**config.mk**
```make
export PLATFORM = sky130hd
export DESIGN_NAME = sclk_top
export DESIGN_NICKNAME = d
export VERILOG_FILES = /design/src/hdl/sclk_pkg.sv /design/src/hdl/sclk_top.sv
export VERILOG_INCLUDE_DIRS = /design/src /design/src/hdl
export SDC_FILE = /design/constraint.sdc
export NUM_CORES = 1
export LEC_CHECK = 0
export BUFFER_PORTS_ARGS = -buffer_cell sky130_fd_sc_hd__buf_2
export CAP_MARGIN = 10
export CORE_UTILIZATION = 43
export CTS_BUF_LIST = sky130_fd_sc_hd__clkbuf_16
export CTS_CLUSTER_SIZE = 40
export DETAILED_ROUTE_END_ITERATION = 8
export PLACE_DENSITY = 0.58
export SLEW_MARGIN = 15
export SYNTH_ARGS = -nofsm -noshare
export SYNTH_HDL_FRONTEND = slang
export SYNTH_SLANG_ARGS = --single-unit
```
**constraint.sdc**
```tcl
create_clock -name clk_i -period 8.76 [get_ports clk_i]
set_input_delay 0.876 -clock clk_i [delete_from_list [all_inputs] [get_ports clk_i]]
set_output_delay 0.876 -clock clk_i [all_outputs]
set_load 0.1 [all_outputs]
```
**src/hdl/sclk_defines.svh**
```systemverilog
`ifndef SCLK_DEFINES_SVH
`define SCLK_DEFINES_SVH

// ============================================================
// Register byte offsets
`define SCLK_OFS_SYSCTL 4'h0
`define SCLK_OFS_PLLCTL 4'h4
`define SCLK_OFS_PRESC 4'h8
`define SCLK_OFS_STATUS 4'hC

// ============================================================
// Field layout
`define SCLK_SRC_LSB 0
`define SCLK_SRC_MSB 1
`define SCLK_PLL_MSB 21
`define SCLK_PRESC_MSB 9
`define SCLK_ST_PATH_LSB 0
`define SCLK_ST_SWITCH_BIT 2
`define SCLK_ST_LOCK_BIT 3
`define SCLK_ST_INC_LSB 16

// ============================================================
// Reset values
`define SCLK_RST_SYSCTL 32'h0000_0000
`define SCLK_RST_PLLCTL 32'h0000_0001
`define SCLK_RST_PRESC 32'h0000_0000

// ============================================================
// Oscillator model of the VCO, high band for code 01, low band otherwise
`define SCLK_INC_LOW 16'h0800
`define SCLK_INC_LOW_MIN 16'h0100
`define SCLK_INC_LOW_MAX 16'h1800
`define SCLK_INC_HIGH 16'h2000
`define SCLK_INC_HIGH_MIN 16'h1000
`define SCLK_INC_HIGH_MAX 16'h7000
`define SCLK_INC_STEP 16'h0001
`define SCLK_LOCK_TOL 8'h01

`endif

```
**src/hdl/sclk_pkg.sv**
```systemverilog
package sclk_pkg;

  // Source select codes as written by software
  typedef enum logic [1:0] {
    SCLK_SEL_WAKEUP = 2'b00,
    SCLK_SEL_RSVD = 2'b01,
    SCLK_SEL_PLLPRE = 2'b10,
    SCLK_SEL_DIRECT = 2'b11
  } sclk_sel_t;

  // Internal clock path actually driving the output
  typedef enum logic [1:0] {
    SCLK_PATH_WAKEUP = 2'b00,
    SCLK_PATH_PRESC = 2'b01,
    SCLK_PATH_PLL = 2'b10,
    SCLK_PATH_DIRECT = 2'b11
  } sclk_path_t;

  // Source switch sequencer, three states
  typedef enum logic [1:0] {
    SCLK_SW_RUN = 2'b00,
    SCLK_SW_WAIT_OLD = 2'b01,
    SCLK_SW_WAIT_NEW = 2'b11
  } sclk_sw_t;

  // PLL control register layout
  typedef struct packed {
    logic [6:0] k2_div;
    logic [6:0] n_mul;
    logic [3:0] p_div;
    logic ref_sel;
    logic [1:0] band;
    logic bypass;
  } sclk_pll_cfg_t;

  // Wishbone request bundle
  typedef struct packed {
    logic cyc;
    logic stb;
    logic we;
    logic [3:0] sel;
    logic [3:0] adr;
    logic [31:0] dat;
  } sclk_wb_req_t;

endpackage

```
**src/hdl/sclk_top.sv**
```systemverilog
// Added by the designer: the register offsets and the Wishbone slave port.
`timescale 1ns/1ns
`include "sclk_defines.svh"

// ============================================================
// Edge counting divider: output period is field+1 input periods
module sclk_div (
  input wire logic clk_i, // System clock
  input wire logic rst_i, // Synchronous reset
  input wire logic src_i, // Sampled source clock level
  input wire logic [9:0] fld_i, // Divide field, factor is field+1
  output logic q_o // Divided clock level
);
  logic prev_q; // Previous source level
  logic [9:0] cnt_q; // Half periods seen since last toggle

  // Toggle after field+1 source edges of either polarity
  always_ff @(posedge clk_i) begin
    if (rst_i) begin
      prev_q <= 1'b0;
      cnt_q <= 10'h000;
      q_o <= 1'b0;
    end else begin
      prev_q <= src_i;
      if (src_i != prev_q) begin
        if (cnt_q >= fld_i) begin
          cnt_q <= 10'h000;
          q_o <= ~q_o;
        end else begin
          cnt_q <= cnt_q + 10'h001;
        end
      end
    end
  end
endmodule

// ============================================================
// System clock source select and generation
module sclk_top (
  input wire logic clk_i, // System clock, 10 MHz
  input wire logic rst_i, // Synchronous reset, active high
  input wire sclk_pkg::sclk_wb_req_t wb_req_i, // Wishbone request bundle
  output logic [31:0] wb_dat_o, // Wishbone read data
  output logic wb_ack_o, // Wishbone acknowledge
  input wire logic external_clock_pin_i, // External input clock level
  input wire logic osc_clk_i, // Oscillator clock level
  input wire logic internal_clk_i, // On-chip clock source level
  input wire logic wakeup_clk_i, // Low-frequency wakeup clock level
  output logic sys_clk_o // Generated system clock level
);
  import sclk_pkg::*;

  // ============================================================
  // Registers
  logic [31:0] system_clock_control_reg_q; // Source select
  logic [31:0] pll_control_reg_q; // PLL setup and bypass
  logic [31:0] presc_reg_q; // Prescaler divide field
  sclk_pll_cfg_t pll_cfg; // Decoded PLL setup
  logic [9:0] prescaler_divide_field; // Prescaler field
  logic wb_hit; // New bus access this cycle
  logic [31:0] wmask; // Byte lane mask
  logic [31:0] status_w; // Status word

  // Clock paths
  sclk_path_t req_path_q; // Path software asks for
  sclk_path_t act_path_q; // Path driving the output
  sclk_sw_t sw_q; // Switch sequencer state
  logic presc_clk; // Prescaler output
  logic pll_clk; // PLL output after K2
  logic src_act; // Level of active path
  logic src_req; // Level of requested path
  logic pll_on; // PLL loop running

  // PLL model
  logic [15:0] nco_acc_q; // Oscillator phase
  logic [15:0] inc_q; // Oscillator frequency word
  logic [15:0] inc_ctr; // Band centre
  logic [15:0] inc_min; // Band lower limit
  logic [15:0] inc_max; // Band upper limit
  logic ref_lvl; // Selected reference level
  logic ref_prev_q; // Previous reference level
  logic vco_prev_q; // Previous oscillator level
  logic [3:0] pcnt_q; // Reference edges in window
  logic [7:0] vcnt_q; // Oscillator edges in window
  logic locked_q; // Last window within tolerance
  logic ref_rise; // Reference rising edge
  logic vco_rise; // Oscillator rising edge
  logic win_end; // Comparison window closes
  logic [7:0] n_tgt; // Expected edges per window

  // ============================================================
  // Field decode and bus qualifiers
  // An access is taken only while ack is low, so a strobe that the
  // master still holds in the ack cycle is not taken twice
  assign pll_cfg = sclk_pll_cfg_t'(pll_control_reg_q[`SCLK_PLL_MSB:0]);
  assign prescaler_divide_field = presc_reg_q[`SCLK_PRESC_MSB:0];
  assign wb_hit = wb_req_i.cyc & wb_req_i.stb & ~wb_ack_o;
  assign wmask = {{8{wb_req_i.sel[3]}}, {8{wb_req_i.sel[2]}},
                  {8{wb_req_i.sel[1]}}, {8{wb_req_i.sel[0]}}};
  assign status_w = {inc_q, 12'h000, locked_q, (sw_q != SCLK_SW_RUN), act_path_q};

  // ============================================================
  // Wishbone slave: one-cycle ack, unmapped reads zero
  always_ff @(posedge clk_i) begin
    if (rst_i) begin
      wb_ack_o <= 1'b0;
      wb_dat_o <= 32'h0000_0000;
    end else begin
      wb_ack_o <= wb_hit;
      if (wb_hit && !wb_req_i.we) begin
        case (wb_req_i.adr)
          `SCLK_OFS_SYSCTL: wb_dat_o <= system_clock_control_reg_q;
          `SCLK_OFS_PLLCTL: wb_dat_o <= pll_control_reg_q;
          `SCLK_OFS_PRESC: wb_dat_o <= presc_reg_q;
          `SCLK_OFS_STATUS: wb_dat_o <= status_w;
          default: wb_dat_o <= 32'h0000_0000; // Unmapped
        endcase
      end
    end
  end

  // Register writes with byte enables; unused bits stay zero
  always_ff @(posedge clk_i) begin
    if (rst_i) begin
      system_clock_control_reg_q <= `SCLK_RST_SYSCTL;
      pll_control_reg_q <= `SCLK_RST_PLLCTL;
      presc_reg_q <= `SCLK_RST_PRESC;
    end else if (wb_hit && wb_req_i.we) begin
      case (wb_req_i.adr)
        `SCLK_OFS_SYSCTL: system_clock_control_reg_q <= 32'h0000_0003 &
          ((system_clock_control_reg_q & ~wmask) | (wb_req_i.dat & wmask));
        `SCLK_OFS_PLLCTL: pll_control_reg_q <= 32'h003F_FFFF &
          ((pll_control_reg_q & ~wmask) | (wb_req_i.dat & wmask));
        `SCLK_OFS_PRESC: presc_reg_q <= 32'h0000_03FF &
          ((presc_reg_q & ~wmask) | (wb_req_i.dat & wmask));
        default: ; // Read-only or unmapped
      endcase
    end
  end

  // ============================================================
  // Requested path from select code and bypass bit
  always_ff @(posedge clk_i) begin
    if (rst_i) begin
      req_path_q <= SCLK_PATH_WAKEUP;
    end else begin
      case (sclk_sel_t'(system_clock_control_reg_q[`SCLK_SRC_MSB:`SCLK_SRC_LSB]))
        SCLK_SEL_WAKEUP: req_path_q <= SCLK_PATH_WAKEUP;
        SCLK_SEL_DIRECT: req_path_q <= SCLK_PATH_DIRECT;
        SCLK_SEL_PLLPRE: req_path_q <= pll_cfg.bypass ? SCLK_PATH_PRESC
                                                      : SCLK_PATH_PLL;
        default: req_path_q <= req_path_q;
      endcase
    end
  end

  // ============================================================
  // Prescaler: oscillator divided by field+1, up to 1024
  sclk_div u_presc (
    .clk_i(clk_i),
    .rst_i(rst_i),
    .src_i(osc_clk_i),
    .fld_i(prescaler_divide_field),
    .q_o(presc_clk)
  );

  // ============================================================
  // PLL: frequency-locked oscillator model
  // The loop runs while the PLL path is wanted or still drives the
  // output; once neither holds it restarts from the band centre, so
  // a band change does not have to slew the whole way one step at a time
  assign pll_on = (req_path_q == SCLK_PATH_PLL) || (act_path_q == SCLK_PATH_PLL);
  assign ref_lvl = pll_cfg.ref_sel ? internal_clk_i : osc_clk_i;
  assign ref_rise = ref_lvl & ~ref_prev_q;
  assign vco_rise = nco_acc_q[15] & ~vco_prev_q;
  assign win_end = ref_rise && (pcnt_q == pll_cfg.p_div);
  assign n_tgt = {1'b0, pll_cfg.n_mul} + 8'h01;

  // Band centre and limits of the oscillator
  always_comb begin
    inc_ctr = `SCLK_INC_LOW;
    inc_min = `SCLK_INC_LOW_MIN;
    inc_max = `SCLK_INC_LOW_MAX;
    if (pll_cfg.band == 2'b01) begin
      inc_ctr = `SCLK_INC_HIGH;
      inc_min = `SCLK_INC_HIGH_MIN;
      inc_max = `SCLK_INC_HIGH_MAX;
    end
  end

  // Phase accumulator and edge history
  always_ff @(posedge clk_i) begin
    if (rst_i) begin
      nco_acc_q <= 16'h0000;
      ref_prev_q <= 1'b0;
      vco_prev_q <= 1'b0;
    end else begin
      nco_acc_q <= pll_on ? nco_acc_q + inc_q : 16'h0000;
      ref_prev_q <= ref_lvl;
      vco_prev_q <= nco_acc_q[15];
    end
  end

  // Over P reference periods compare oscillator edges with N
  always_ff @(posedge clk_i) begin
    if (rst_i || !pll_on) begin
      pcnt_q <= 4'h0;
      vcnt_q <= 8'h00;
      inc_q <= rst_i ? `SCLK_INC_LOW : inc_ctr;
      locked_q <= 1'b0;
    end else begin
      if (win_end) begin
        pcnt_q <= 4'h0;
        vcnt_q <= vco_rise ? 8'h01 : 8'h00;
        if (vcnt_q < n_tgt && inc_q < inc_max) begin
          inc_q <= inc_q + `SCLK_INC_STEP;
        end else if (vcnt_q > n_tgt && inc_q > inc_min) begin
          inc_q <= inc_q - `SCLK_INC_STEP;
        end
        locked_q <= (vcnt_q + `SCLK_LOCK_TOL >= n_tgt) &&
                    (vcnt_q <= n_tgt + `SCLK_LOCK_TOL);
      end else begin
        if (ref_rise) begin
          pcnt_q <= pcnt_q + 4'h1;
        end
        if (vco_rise && vcnt_q != 8'hFF) begin
          vcnt_q <= vcnt_q + 8'h01;
        end
      end
    end
  end

  // Output divider K2 on the oscillator
  sclk_div u_k2 (
    .clk_i(clk_i),
    .rst_i(rst_i),
    .src_i(nco_acc_q[15]),
    .fld_i({3'b000, pll_cfg.k2_div}),
    .q_o(pll_clk)
  );

  // ============================================================
  // Glitch-free switch: stop old path low, wait new path low
  // Both source levels are looked up every cycle; the sequencer
  // below decides which one reaches the output flop
  always_comb begin
    case (act_path_q)
      SCLK_PATH_WAKEUP: src_act = wakeup_clk_i;
      SCLK_PATH_PRESC: src_act = presc_clk;
      SCLK_PATH_PLL: src_act = pll_clk;
      default: src_act = external_clock_pin_i;
    endcase
    case (req_path_q)
      SCLK_PATH_WAKEUP: src_req = wakeup_clk_i;
      SCLK_PATH_PRESC: src_req = presc_clk;
      SCLK_PATH_PLL: src_req = pll_clk;
      default: src_req = external_clock_pin_i;
    endcase
  end

  // Switch sequencer and output flop
  always_ff @(posedge clk_i) begin
    if (rst_i) begin
      sw_q <= SCLK_SW_RUN;
      act_path_q <= SCLK_PATH_WAKEUP;
      sys_clk_o <= 1'b0;
    end else begin
      case (sw_q)
        SCLK_SW_RUN: begin
          sys_clk_o <= src_act;
          if (req_path_q != act_path_q && !src_act) begin
            sw_q <= SCLK_SW_WAIT_OLD;
          end
        end
        SCLK_SW_WAIT_OLD: begin
          sys_clk_o <= 1'b0; // Hold low, old phase ended
          if (!src_req) begin
            sw_q <= SCLK_SW_WAIT_NEW;
          end
        end
        SCLK_SW_WAIT_NEW: begin
          sys_clk_o <= 1'b0;
          if (src_req) begin
            act_path_q <= req_path_q;
            sw_q <= SCLK_SW_RUN; // Join at new rising edge
          end
        end
        default: sw_q <= SCLK_SW_RUN;
      endcase
    end
  end
endmodule

```
# Yosys cells after proc, flatten, opt, wreduce, memory -nomap -nowiden
# Index checks and enable logic that the tools add are counted.
[classes]
mux = 24
add_sub_neg = 9
n_lt_le_gt_ge = 8
n_eq_ne = 20
bitwise_logic = 18
reduce_logical = 35
[ops]
columns = ["op", "n"]
rows = [
  ["one-hot mux 32 bit (4 select lines)", 1],
  ["two-way mux 16 bit", 5],
  ["bitwise AND 22 bit", 2],
  ["NOT 22 bit", 1],
  ["bitwise OR 22 bit", 1],
  ["adder 10 x 1 -> 10 bit, second input constant", 2],
  ["two-way mux 10 bit", 2],
  ["adder 16 x 1 -> 16 bit, second input constant", 1],
  ["adder 16 bit", 1],
  ["adder 8 x 1 -> 8 bit, second input constant", 2],
  ["greater-than comparator 16 bit", 1],
  ["less-than comparator 16 bit", 1],
  ["two-way mux 8 bit", 2],
  ["subtractor 16 x 1 -> 16 bit, second input constant", 1],
  ["two-way mux 15 bit", 1],
  ["two-way mux 14 bit", 1],
  ["AND reduction 2 bit", 7],
  ["two-way mux 13 bit", 1],
  ["one-hot mux 2 bit (3 select lines)", 2],
  ["bitwise AND 10 bit", 1],
  ["== test 2 bit, second input constant", 5],
  ["greater-or-equal comparator 10 bit", 1],
  ["greater-or-equal comparator 10 x 7 -> 1 bit", 1],
  ["bitwise OR 10 bit", 1],
  ["31 further kinds", 70],
]
[word_totals]
regBits = 144
out_inout_bits = 34

# Longest topological paths before layout
# Gate-level depths: netlist (run 1).
[depth]
word_depth = 8
depth_mapped = 18
ltp_nobuf = 18

# Modules after synthesis
# A second synthesis (run 1) with hierarchy kept.
[unflattened]
hier_cells = 950
area_unflattened_um2 = 8481.9
[by_module_without_submodules]
columns = ["mod", "instances", "area_per_inst_um2", "cells_each"]
rows = [
  ["sclk_top", 1, 6755.2, 746],
  ["sclk_div", 2, 863.3, 102],
]

# Worst setup path before layout (run 1)
# Ideal clock, no wire load.
[synth_path]
kind = "register to register"
start = "register (tool-made name)"
end = "register inc_q[15], data pin"
arrival_time_ns = 4.258
setup_ns = 0.268
setup_slack_ns = 4.234
synth_period_minus_slack_ns = 4.526
stages_incl_launch_ff = 18
n_path_buf = 0
path_cell_list = "dfxtp_1 -> ha_1 -> nand3_1 -> xor2_1 -> ha_1 -> a21oi_1 -> o21ai_0 -> maj3_2 -> a21o_1 -> or3_4 -> ha_1 -> o21ai_0 -> o21ai_1 -> a2111oi_2 -> nor2_1 -> a221oi_2 -> nand2_1 -> nor3b_1"
[synth_rtl]
columns = ["element", "line_no", "source"]
rows = [
  ["to (signal assigned)", "sclk_top.sv:209", "inc_q <= rst_i ? `SCLK_INC_LOW : inc_ctr;"],
  ["to (signal assigned)", "sclk_top.sv:216", "inc_q <= inc_q + `SCLK_INC_STEP;"],
  ["to (signal assigned)", "sclk_top.sv:218", "inc_q <= inc_q - `SCLK_INC_STEP;"],
  ["to (decl)", "sclk_top.sv:76", "logic [15:0] inc_q;"],
]

==> flow_summary.ini, run 1 <==
[finish]
mostFrequentLayoutCells = 136 x nor2_1, 128 x dfxtp_1, 77 x ha_1
diodes = 0
layout.nets = 1118
nFillCells = 1815
layout_commonest_cell = nor2_1
drive_gt1_frac = 0.133
area_growth_pct = 14.3

[route]
wl_mm = 18.9
drc_errors = 0
drt_first_pass_iters = 5
route.detailed.wl_per_inst_um = 15.3
via_per_inst = 5.34
dr.first_iter.drc_count = 367
ant_nets = 0
vias = 6608

[floorplan]
die_height_um = 140
io_pins = 83
row_count = 50
die_w_um = 140
start_util = 0.438
design.die.area_um2 = 19600
core_um2 = 18700

[timing]
hold_violations = 0
postLayoutSetupSlackWorst_ns = 3.60
tightestPinTransition_ns = 1.15
finalMaxSlewViolations = 0
setup_viol = 0
rsz0062_at_grt = false
max_slew_margin = 0.229
timing.fmax_mhz = 194
fin_skew_ns = 0.0102
fin_crit_sh = 0.589
setup_tns_ns = 0
fin_crit_ns = 5.16

[power]
power.leakage_nw = 4.10
finalPower_w = 0.00148
ir_drop_uv = 128
powerDensity_nw_per_um2 = 158

[logic_synthesis]
synth.area.top_cells = dfxtp_1 31%, ha_1 12%, nor2_1 6.3%, edfxtp_1 5.9%, xor2_1 4.8%
synth_seq_area_share = 0.372
ys_warn_count = 0
postSynth.asyncResetShare = 0
synth_area_um2 = 8190
syn_area_per_cell_um2 = 8.86
synth_enable_flop_cells = 16
ys.flop_type = dfxtp_1
ys_ff_latch = 144
synthesis.nets = 1052
ys_types = 69
yosysTopAreaCell = dfxtp_1
synth_cells = 924
synth_top_area_share = 0.313

[clock_network]
clkLatencyLatePin_ns = 0.42
clkTransAtPathRegs_ns = 0.06
postCtsHoldBufs = 0
cts_root_buf = clkbuf_16
numCtsBuffers = 17
htreeDepth = 4
clock_sinks = 144
tritoncts = done
cts_setup_buffers = 0
ctsResizeCount = 0
cts_buffer_depth = 2

[min_path]
hp-class = flip-flop to flip-flop

[global_route]
grt.overflow.total = 0
grt_pass1_vias = 6145
antenna_found_initial = 0
grt_pass1_wl_mm = 31.3
grt_max_degree = 88
grtUsageTotal = 0.200

[critical_path]
cp.required_ns = 8.92
crit_path_max_fanout = 16
arrival_ns = 5.32
worstSetupPathType = flip-flop to flip-flop
startpoint_type = flip-flop
end_kind = flip-flop

[placed_design]
pre_cts_ws_ns = 3.62
numPortBuffers = 71
gp_congestion = 0.801
dp_hpwl_mm = 13.8

[outcome]
status = completed

[flow_run]
max-cap-violations = 0
## power breakdown
part	internal, W	switching (W)	leakage, nW	total (W)
Clock	0.000424	0.000306	0.292	0.000730
Sequential	0.000670	0.00000370	1.23	0.000674
Combinational	0.0000201	0.0000552	2.58	0.0000752
Total	0.00111	0.000365	4.10	0.00148
## path summary, 6_finish.rpt
kind                                to  slack, ns  cells past startpoint                 startpoint
min          wb_dat_o[31]$_SDFFE_PP0P_       0.45                      2  wb_dat_o[31]$_SDFFE_PP0P_
max            inc_q[15]$_SDFFCE_PN0P_       3.60                     17                  flip-flop
min reg2reg  wb_dat_o[31]$_SDFFE_PP0P_       0.45                      2  wb_dat_o[31]$_SDFFE_PP0P_
max reg2reg    inc_q[15]$_SDFFCE_PN0P_       3.60                     17                  flip-flop
## Yosys cell counts, drive strengths merged (11+ instances only)
library cell	n
a21o	20
a21oi	68
a221oi	14
clkbuf	27
dfxtp	128
edfxtp	16
ha	77
inv	42
mux2i	38
nand2	54
nand3	41
nand4	11
nor2	138
nor3	25
o21ai	30
xnor2	28
xor2	45
## final cells by class
type | count | area, µm² | area share
inverter | 42 | 158 | 0.0168
multi-input combinational | 708 | 4890 | 0.522
clock buffer | 17 | 425 | 0.0454
timing repair buffer | 77 | 400 | 0.0428
sequential | 144 | 3040 | 0.325
tap | 234 | 293 | 0.0313
clock inverter | 15 | 155 | 0.0166
## cells by family after synthesis
group / Yosys count / share of synthesized area
AOI/OAI and AO/OA: 181 / 0.142
xor gates and xnor gates: 73 / 0.0790
adders and majority gates: 80 / 0.124
buffers and inverters: 72 / 0.0333
DFF: 144 / 0.372
muxes: 43 / 0.0588
and+or+nand+nor: 331 / 0.191
## critical path, cell delays in order (launching register included)
cell,delay (ns)
dfxtp_1,0.52
ha_1,0.24
nand3_1,0.17
xor2_1,0.40
ha_1,0.33
a21oi_1,0.14
o21ai_0,0.13
maj3_2,0.34
a21o_1,0.20
or3_4,0.48
ha_1,0.37
o21ai_0,0.33
o21ai_1,0.14
a2111oi_2,0.44
nor2_1,0.15
a221oi_2,0.32
nand2_1,0.07
nor3b_1,0.14
## metrics by stage
| stage | cells | area [µm²] | util | hold WS (ns) |
|---|---|---|---|---|
| 6_report | 1237 | 9360 | 0.501 | 0.448 |
| 4_1_cts | 1237 | 9360 | 0.501 | 0.453 |
| 3_5_place_dp | 1205 | 8780 | 0.469 | 0.444 |
| 5_1_grt | 1237 | 9360 | 0.501 | 0.477 |
| 3_3_place_gp | 1205 | 8780 | 0.469 | 0.439 |
| 2_1_floorplan | 924 | 8190 | - | 0.449 |
## layer usage
layer	vias to the layer above	track usage	part of all wire	wire, µm
met5	-	0	0	0
met4	0	0.0503	0.010	195
met3	16	0.0359	0.031	580
met2	111	0.327	0.46	8630
met1	3069	0.272	0.50	9520
li1	3412	-	-	-
(Power assumes the default switching activity.)
==> run 2, diff against run 1 <==
--- a/config.mk
+++ b/config.mk
@@ -6,13 +6,14 @@
 export SDC_FILE = /design/constraint.sdc
 export NUM_CORES = 1
 export LEC_CHECK = 0
+export ABC_AREA = 1
 export BUFFER_PORTS_ARGS = -buffer_cell sky130_fd_sc_hd__buf_2
 export CAP_MARGIN = 10
 export CORE_UTILIZATION = 43
 export CTS_BUF_LIST = sky130_fd_sc_hd__clkbuf_16
 export CTS_CLUSTER_SIZE = 40
 export DETAILED_ROUTE_END_ITERATION = 8
-export PLACE_DENSITY = 0.58
+export PLACE_DENSITY = 0.6
 export SLEW_MARGIN = 15
 export SYNTH_ARGS = -nofsm -noshare
 export SYNTH_HDL_FRONTEND = slang
==> constraint.sdc (replaced) <==
create_clock -name clk_i -period 4.4 [get_ports clk_i]
set_input_delay 0.44 -clock clk_i [delete_from_list [all_inputs] [get_ports clk_i]]
set_output_delay 0.44 -clock clk_i [all_outputs]
set_load 0.1 [all_outputs]
==> run 2 against run 1 <==
Maximum frequency up 32%. Clock power up 100%. Area after synthesis up 2.7%. Wire length up 9.1%. Setup slack worse by 3.1 ns. Critical path depth up 8. Clock-buffer cell count up 1. Utilization up 0.83 points. First-iteration DRC count up 9.0%. Design area up 3.0%. Die area up 2.7%. Largest cell class unchanged. Highest routed layer unchanged.
==> flow_summary.ini, run 2 <==
[power]
powerDensity_nw_per_um2 = 300
swShare = 0.231
power.leakage_nw = 4.19
p_sw_w = 0.000666
ir_drop_uv = 273
seqPwrFrac = 0.461
clock_power_share = 0.504
p_int_w = 0.00222
combPwrFrac = 0.035

[timing]
finalMaxSlewViolations = 0
hold_violations = 0
postLayoutSetupSlackWorst_ns = 0.487
setup_viol = 0
tightestPinTransition_ns = 0.883
timing.fmax_mhz = 256
max_slew_margin = 0.409
fin_crit_sh = 0.889
fin_skew_ns = 0.0109
setup_tns_ns = 0
fin_crit_ns = 3.91
rsz0062_at_grt = false

[logic_synthesis]
postSynth.asyncResetShare = 0
ys_warn_count = 0
synthXorXnorAreaFrac = 0.0375
synth_most_common_cell = nand2_1
yosys.area_share.simple = 0.245
syn_area_per_cell_um2 = 7.41
synthesis.nets = 1264
synth_top_area_share = 0.305
ys.flop_type = dfxtp_1
yosys-mux-area-fraction = 0
synth_cells = 1136
ys_ff_latch = 144
synth.area.top_cells = dfxtp_1 30%, ha_1 11%, nand2_1 9.6%, a21oi_1 7.1%, inv_1 5.9%
yosysTopAreaCell = dfxtp_1
synth_enable_flop_cells = 16
synth_top_family_by_area = simple AND/OR/NAND/NOR gates
synth_area_um2 = 8410
yosys.area_share.adder = 0.119
synth_compound_area_frac = 0.163
synth_seq_area_share = 0.362
synthTopCellsByCount = 216 x nand2_1, 132 x inv_1, 128 x dfxtp_1, 120 x a21oi_1, 112 x nor2_1
ys_types = 48

[placed_design]
place_inst = 1450
dp_hpwl_mm = 15.2
numPortBuffers = 71
pre_cts_ws_ns = 0.547
gp_congestion = 0.860
place_area_um2 = 9060

[critical_path]
end_kind = flip-flop
crit_path_max_fanout = 18
arrival_ns = 4.09
startpoint_type = flip-flop
rr_worst_depth = 25
worstSetupPathType = flip-flop to flip-flop
cp.required_ns = 4.58

[clock_network]
cts_setup_buffers = 0
cts_buffer_depth = 2
clkLatencyLatePin_ns = 0.43
ctsResizeCount = 0
numCtsBuffers = 17
cts_root_buf = clkbuf_16
tritoncts = done
clkTransAtPathRegs_ns = 0.06
postCtsHoldBufs = 0
htreeDepth = 4
clock_sinks = 144

[route]
dr.first_iter.drc_count = 400
route.detailed.wl_per_inst_um = 13.9
drt_first_pass_iters = 5
ant_nets = 0
drc_errors = 0
via_per_inst = 5.05
wl_mm = 20.7
vias = 7485

[floorplan]
row_count = 50
start_util = 0.444
design.die.area_um2 = 20100
die_w_um = 142
core_um2 = 19000
die_height_um = 142
io_pins = 83

[flow_run]
max-cap-violations = 0

[finish]
layout_commonest_cell = nand2_1
drive_gt1_frac = 0.128
final_area_um2 = 9650
layoutNonFillerInstCount = 1482
mostFrequentLayoutCells = 216 x nand2_1, 134 x inv_1, 128 x dfxtp_1
diodes = 0
postLayoutCoreUtil = 0.509
area_growth_pct = 14.6
layout.nets = 1337

[global_route]
grt_pass1_vias = 6937
grtUsageTotal = 0.215
grt_pass1_wl_mm = 34.2
grt.overflow.total = 0
grt_max_degree = 48
antenna_found_initial = 0

[outcome]
status = completed

[min_path]
worstHoldPathCells = 3
hp-class = primary input to flip-flop
[run 2: area by class of cell]
class,count,area (µm²)
Inverter,142,533
Multi-Input combinational cell,826,4750
Clock inverter,14,138
Timing Repair Buffer,78,408
Fill cell,1911,9310
Sequential cell,144,3040
Tap cell,260,325
Clock buffer,18,450
[run 2: power by group through the flow]
stage | logic [W] | registers (W) | clock network [W]
after global routing | 0.000112 | 0.00133 | 0.00155
after global placement | 0.000101 | 0.00136 | 0
after CTS | 0.000102 | 0.00133 | 0.00148
after floorplan | 0.0000524 | 0.00137 | 0
final | 0.000101 | 0.00133 | 0.00146
after detailed placement | 0.000101 | 0.00136 | 0
[run 2: worst max-delay path: stages, from the launching register on]
cell and delay [ns]:
dfxtp_1 0.42, ha_1 0.21, nand2_1 0.10, inv_1 0.12
nand2_1 0.07, xor2_1 0.22, inv_1 0.15, ha_1 0.20
inv_1 0.05, nand2_1 0.05, nand2_1 0.08, nor2_2 0.05
nor2_4 0.10, nand3_4 0.24, ha_1 0.46, nand3_1 0.10
nand2_1 0.10, nand3_1 0.07, nand3b_1 0.18, nand3_1 0.13
nand2_1 0.10, nand2_1 0.06, o21ai_0 0.22, nand2_1 0.08
nand2_1 0.06, nor2_1 0.04
[run 2: metal layers]
metal	up-vias	global-route usage	wire length, µm
met5	-	0	0
met4	0	0.0679	304
met3	23	0.0408	806
met2	149	0.351	9490
met1	3385	0.286	10000
li1	3928	-	-
[run 2: cells by family (layout without fill, tap and decap cells)]
family                     Yosys count  in the layout
and+or+nand+nor                    462            462
buffers and inverters              166            252
DFF                                144            144
xor gates and xnor gates            36             36
AOI/OAI and AO/OA                  249            249
adders and majority gates           79             79
[run 2: per-stage QoR]
stage / hold WS, ns / total power, W
6_report: 0.263 / 0.00289
4_1_cts: 0.249 / 0.00291
3_3_place_gp: 0.441 / 0.00146
5_1_grt: 0.254 / 0.00299
3_5_place_dp: 0.442 / 0.00146
2_1_floorplan: 0.426 / 0.00142
[run 2: final timing paths]
check                         from  slack, ns                        end
max reg2reg              flip-flop       0.49    inc_q[12]$_SDFFCE_PN0P_
max                      flip-flop       0.49    inc_q[12]$_SDFFCE_PN0P_
min                      osc_clk_i       0.26  u_presc.prev_q$_SDFF_PP0_
min reg2reg  locked_q$_SDFFE_PN0P_       0.45      locked_q$_SDFFE_PN0P_
==> run 3, diff against run 2 <==
--- a/config.mk
+++ b/config.mk
@@ -14,7 +14,9 @@
 export CTS_CLUSTER_SIZE = 40
 export DETAILED_ROUTE_END_ITERATION = 8
 export PLACE_DENSITY = 0.6
+export RECOVER_POWER = 100
 export SLEW_MARGIN = 15
 export SYNTH_ARGS = -nofsm -noshare
 export SYNTH_HDL_FRONTEND = slang
+export SYNTH_HIERARCHICAL = 1
 export SYNTH_SLANG_ARGS = --single-unit
==> run 3 against run 2 <==
The flow now finishes with violations (max-capacitance violations, max-slew violations). Worst hold slack better by 0.010 ns. Clock power hardly changed. First-iteration DRC count is 7.0% higher. Final cell count is 5.3% higher. Flip-flop and latch count is 1 higher. Register-to-register slack better by 0.02 ns. Largest power group unchanged. Highest routed layer unchanged.
==> flow_summary.ini, run 3 <==
[global_route]
grtUsageTotal = 0.218
gr-usage-met3 = 0.0398
antenna_found_initial = 0
use_met1 = 0.299
grt_pass1_vias = 7001
grt_pass1_wl_mm = 35.1
grt.busiest_layer = met2
grt.overflow.total = 0
met2_usage = 0.345
grt_max_degree = 48

[floorplan]
start_util = 0.445
io_pins = 83
design.die.area_um2 = 21000
die_height_um = 145
core_um2 = 19700
row_count = 51
die_w_um = 145

[route]
ant_nets = 0
via_per_inst = 4.96
dr.first_iter.drc_count = 428
drc_errors = 0
route.detailed.wl_per_inst_um = 14.0
vias = 7744
wl_mm = 21.8
drt_first_pass_iters = 5

[logic_synthesis]
synth.area.top_cells = dfxtp_1 29%, ha_1 11%, nand2_1 11%, a21oi_1 6.7%, inv_1 6.7%
synth_top_area_share = 0.294
ys_ff_latch = 145
synth_most_common_cell = nand2_1
postSynth.asyncResetShare = 0
syn_area_per_cell_um2 = 7.27
synth_area_um2 = 8780
synth_seq_area_share = 0.349
synth_cells = 1207
yosysTopAreaCell = dfxtp_1
ys.flop_type = dfxtp_1
synth_enable_flop_cells = 16
ys_warn_count = 6
synthTopCellsByCount = 263 x nand2_1, 156 x inv_1, 129 x dfxtp_1, 117 x a21oi_1, 108 x nor2_1
ys_types = 52

[timing]
hold_violations = 0
fin_crit_ns = 3.90
finalMaxSlewViolations = 48
setup_viol = 0
setup_tns_ns = 0
rsz0062_at_grt = false
tightestPinTransition_ns = 2.42
fin_crit_sh = 0.886
fin_skew_ns = 0.00873
postLayoutSetupSlackWorst_ns = 0.502
max_slew_margin = -0.611
timing.fmax_mhz = 257
worst_hold_slack_ns = 0.273

[finish]
layout_commonest_cell = nand2_1
diodes = 0
layout.nets = 1412
drive_gt1_frac = 0.0973
area_growth_pct = 13.0
mostFrequentLayoutCells = 266 x nand2_1, 160 x inv_1, 129 x dfxtp_1

[clock_network]
cts_setup_buffers = 0
postCtsHoldBufs = 0
numCtsBuffers = 17
clock_sinks = 145
tritoncts = done
cts_buffer_depth = 2
clkTransAtPathRegs_ns = 0.07
clkLatencyLatePin_ns = 0.42
htreeDepth = 4
cts_root_buf = clkbuf_16
ctsResizeCount = 0

[placed_design]
pre_cts_ws_ns = 0.542
dp_hpwl_mm = 16.2
gp_congestion = 0.891
numPortBuffers = 71

[critical_path]
startpoint_type = flip-flop
crit_path_max_fanout = 18
rr_worst_depth = 22
reg2reg_to = inc_q[9]$_SDFFCE_PN0P_
cp.required_ns = 4.56
r2r_slack_ns = 0.50
arrival_ns = 4.06
worstSetupPathType = flip-flop to flip-flop
end_kind = flip-flop
crit_end = inc_q[9]$_SDFFCE_PN0P_

[outcome]
status = finished with violations
violations = max-capacitance violations, max-slew violations

[flow_run]
max-cap-violations = 1

[power]
power.leakage_nw = 4.24
powerDensity_nw_per_um2 = 290
ir_drop_uv = 207

[min_path]
hp-class = primary input to flip-flop
[run 3: critical path, stage by stage (launching register included)]
cell and delay (ns):
dfxtp_1 0.36, ha_1 0.23, nand2_1 0.13, clkinv_1 0.11
nand2_1 0.08, xor2_1 0.23, inv_1 0.13, ha_1 0.19
inv_1 0.05, nand2_1 0.04, nand2_1 0.07, nor2_2 0.05
nor2_4 0.11, nand3_4 0.25, ha_1 0.41, a21oi_1 0.20
nand2_1 0.12, a21boi_0 0.31, o21ai_0 0.15, inv_1 0.11
nor2_1 0.05, o21ai_0 0.16, a21oi_1 0.08
[run 3: cell type report]
type	count	area [µm²]
clock buffer	17	425
clock inverter	15	144
fill	2011	9800
inverter	168	631
multi-input combinational	874	4980
sequential	145	3060
tap	265	332
timing repair buffer	76	338
[run 3: worst min-delay path by stage]
stage	to	slack [ns]	depth (start not counted)	startpoint
finish	flip-flop	0.27	3	wb_req_i[0]
global route	flip-flop	0.27	3	wb_req_i[8]
CTS	flip-flop	0.25	3	wb_req_i[0]
detailed placement	wb_dat_o[26]$_SDFFE_PP0P_	0.46	2	wb_dat_o[26]$_SDFFE_PP0P_
global placement	wb_dat_o[30]$_SDFFE_PP0P_	0.45	2	wb_dat_o[30]$_SDFFE_PP0P_
floorplan	locked_q$_SDFFE_PN0P_	0.43	2	locked_q$_SDFFE_PN0P_
[run 3: kinds of logic (layout without fill, tap and decap cells)]
| logic type | count (synthesis) | after routing | synth area share |
|---|---|---|---|
| simple gates | 517 | 517 | 0.269 |
| compound gates | 243 | 243 | 0.152 |
| buf+inv | 190 | 276 | 0.0820 |
| flops | 145 | 145 | 0.349 |
| fa+ha+maj | 81 | 81 | 0.117 |
| xor+xnor | 27 | 27 | 0.0269 |
| mux | 3 | 3 | 0.00342 |
| other cells | 1 | 3 | 0.000427 |
[run 3: power breakdown]
part	switching [W]	internal, W
logic	0.0000770	0.0000314
clock network	0.000598	0.000829
registers	0.00000359	0.00134
total	0.000679	0.00220
[run 3: through the flow]
stage | instance area [µm²] | std cells | utilization | power [W]
after detailed placement | 9420 | 1528 | 0.478 | 0.00148
final | 9920 | 1560 | 0.503 | 0.00288
after global placement | 9420 | 1528 | 0.478 | 0.00148
after floorplan | 8780 | 1209 | - | 0.00144
after CTS | 9990 | 1560 | 0.507 | 0.00291
after global routing | 9920 | 1560 | 0.503 | 0.00297
[run 3: layer usage]
layer / routed length (µm) / vias to the layer above
li1: - / 4123
met5: 0 / -
met3: 851 / 25
met1: 10800 / 3464
met4: 354 / 0
met2: 9810 / 132
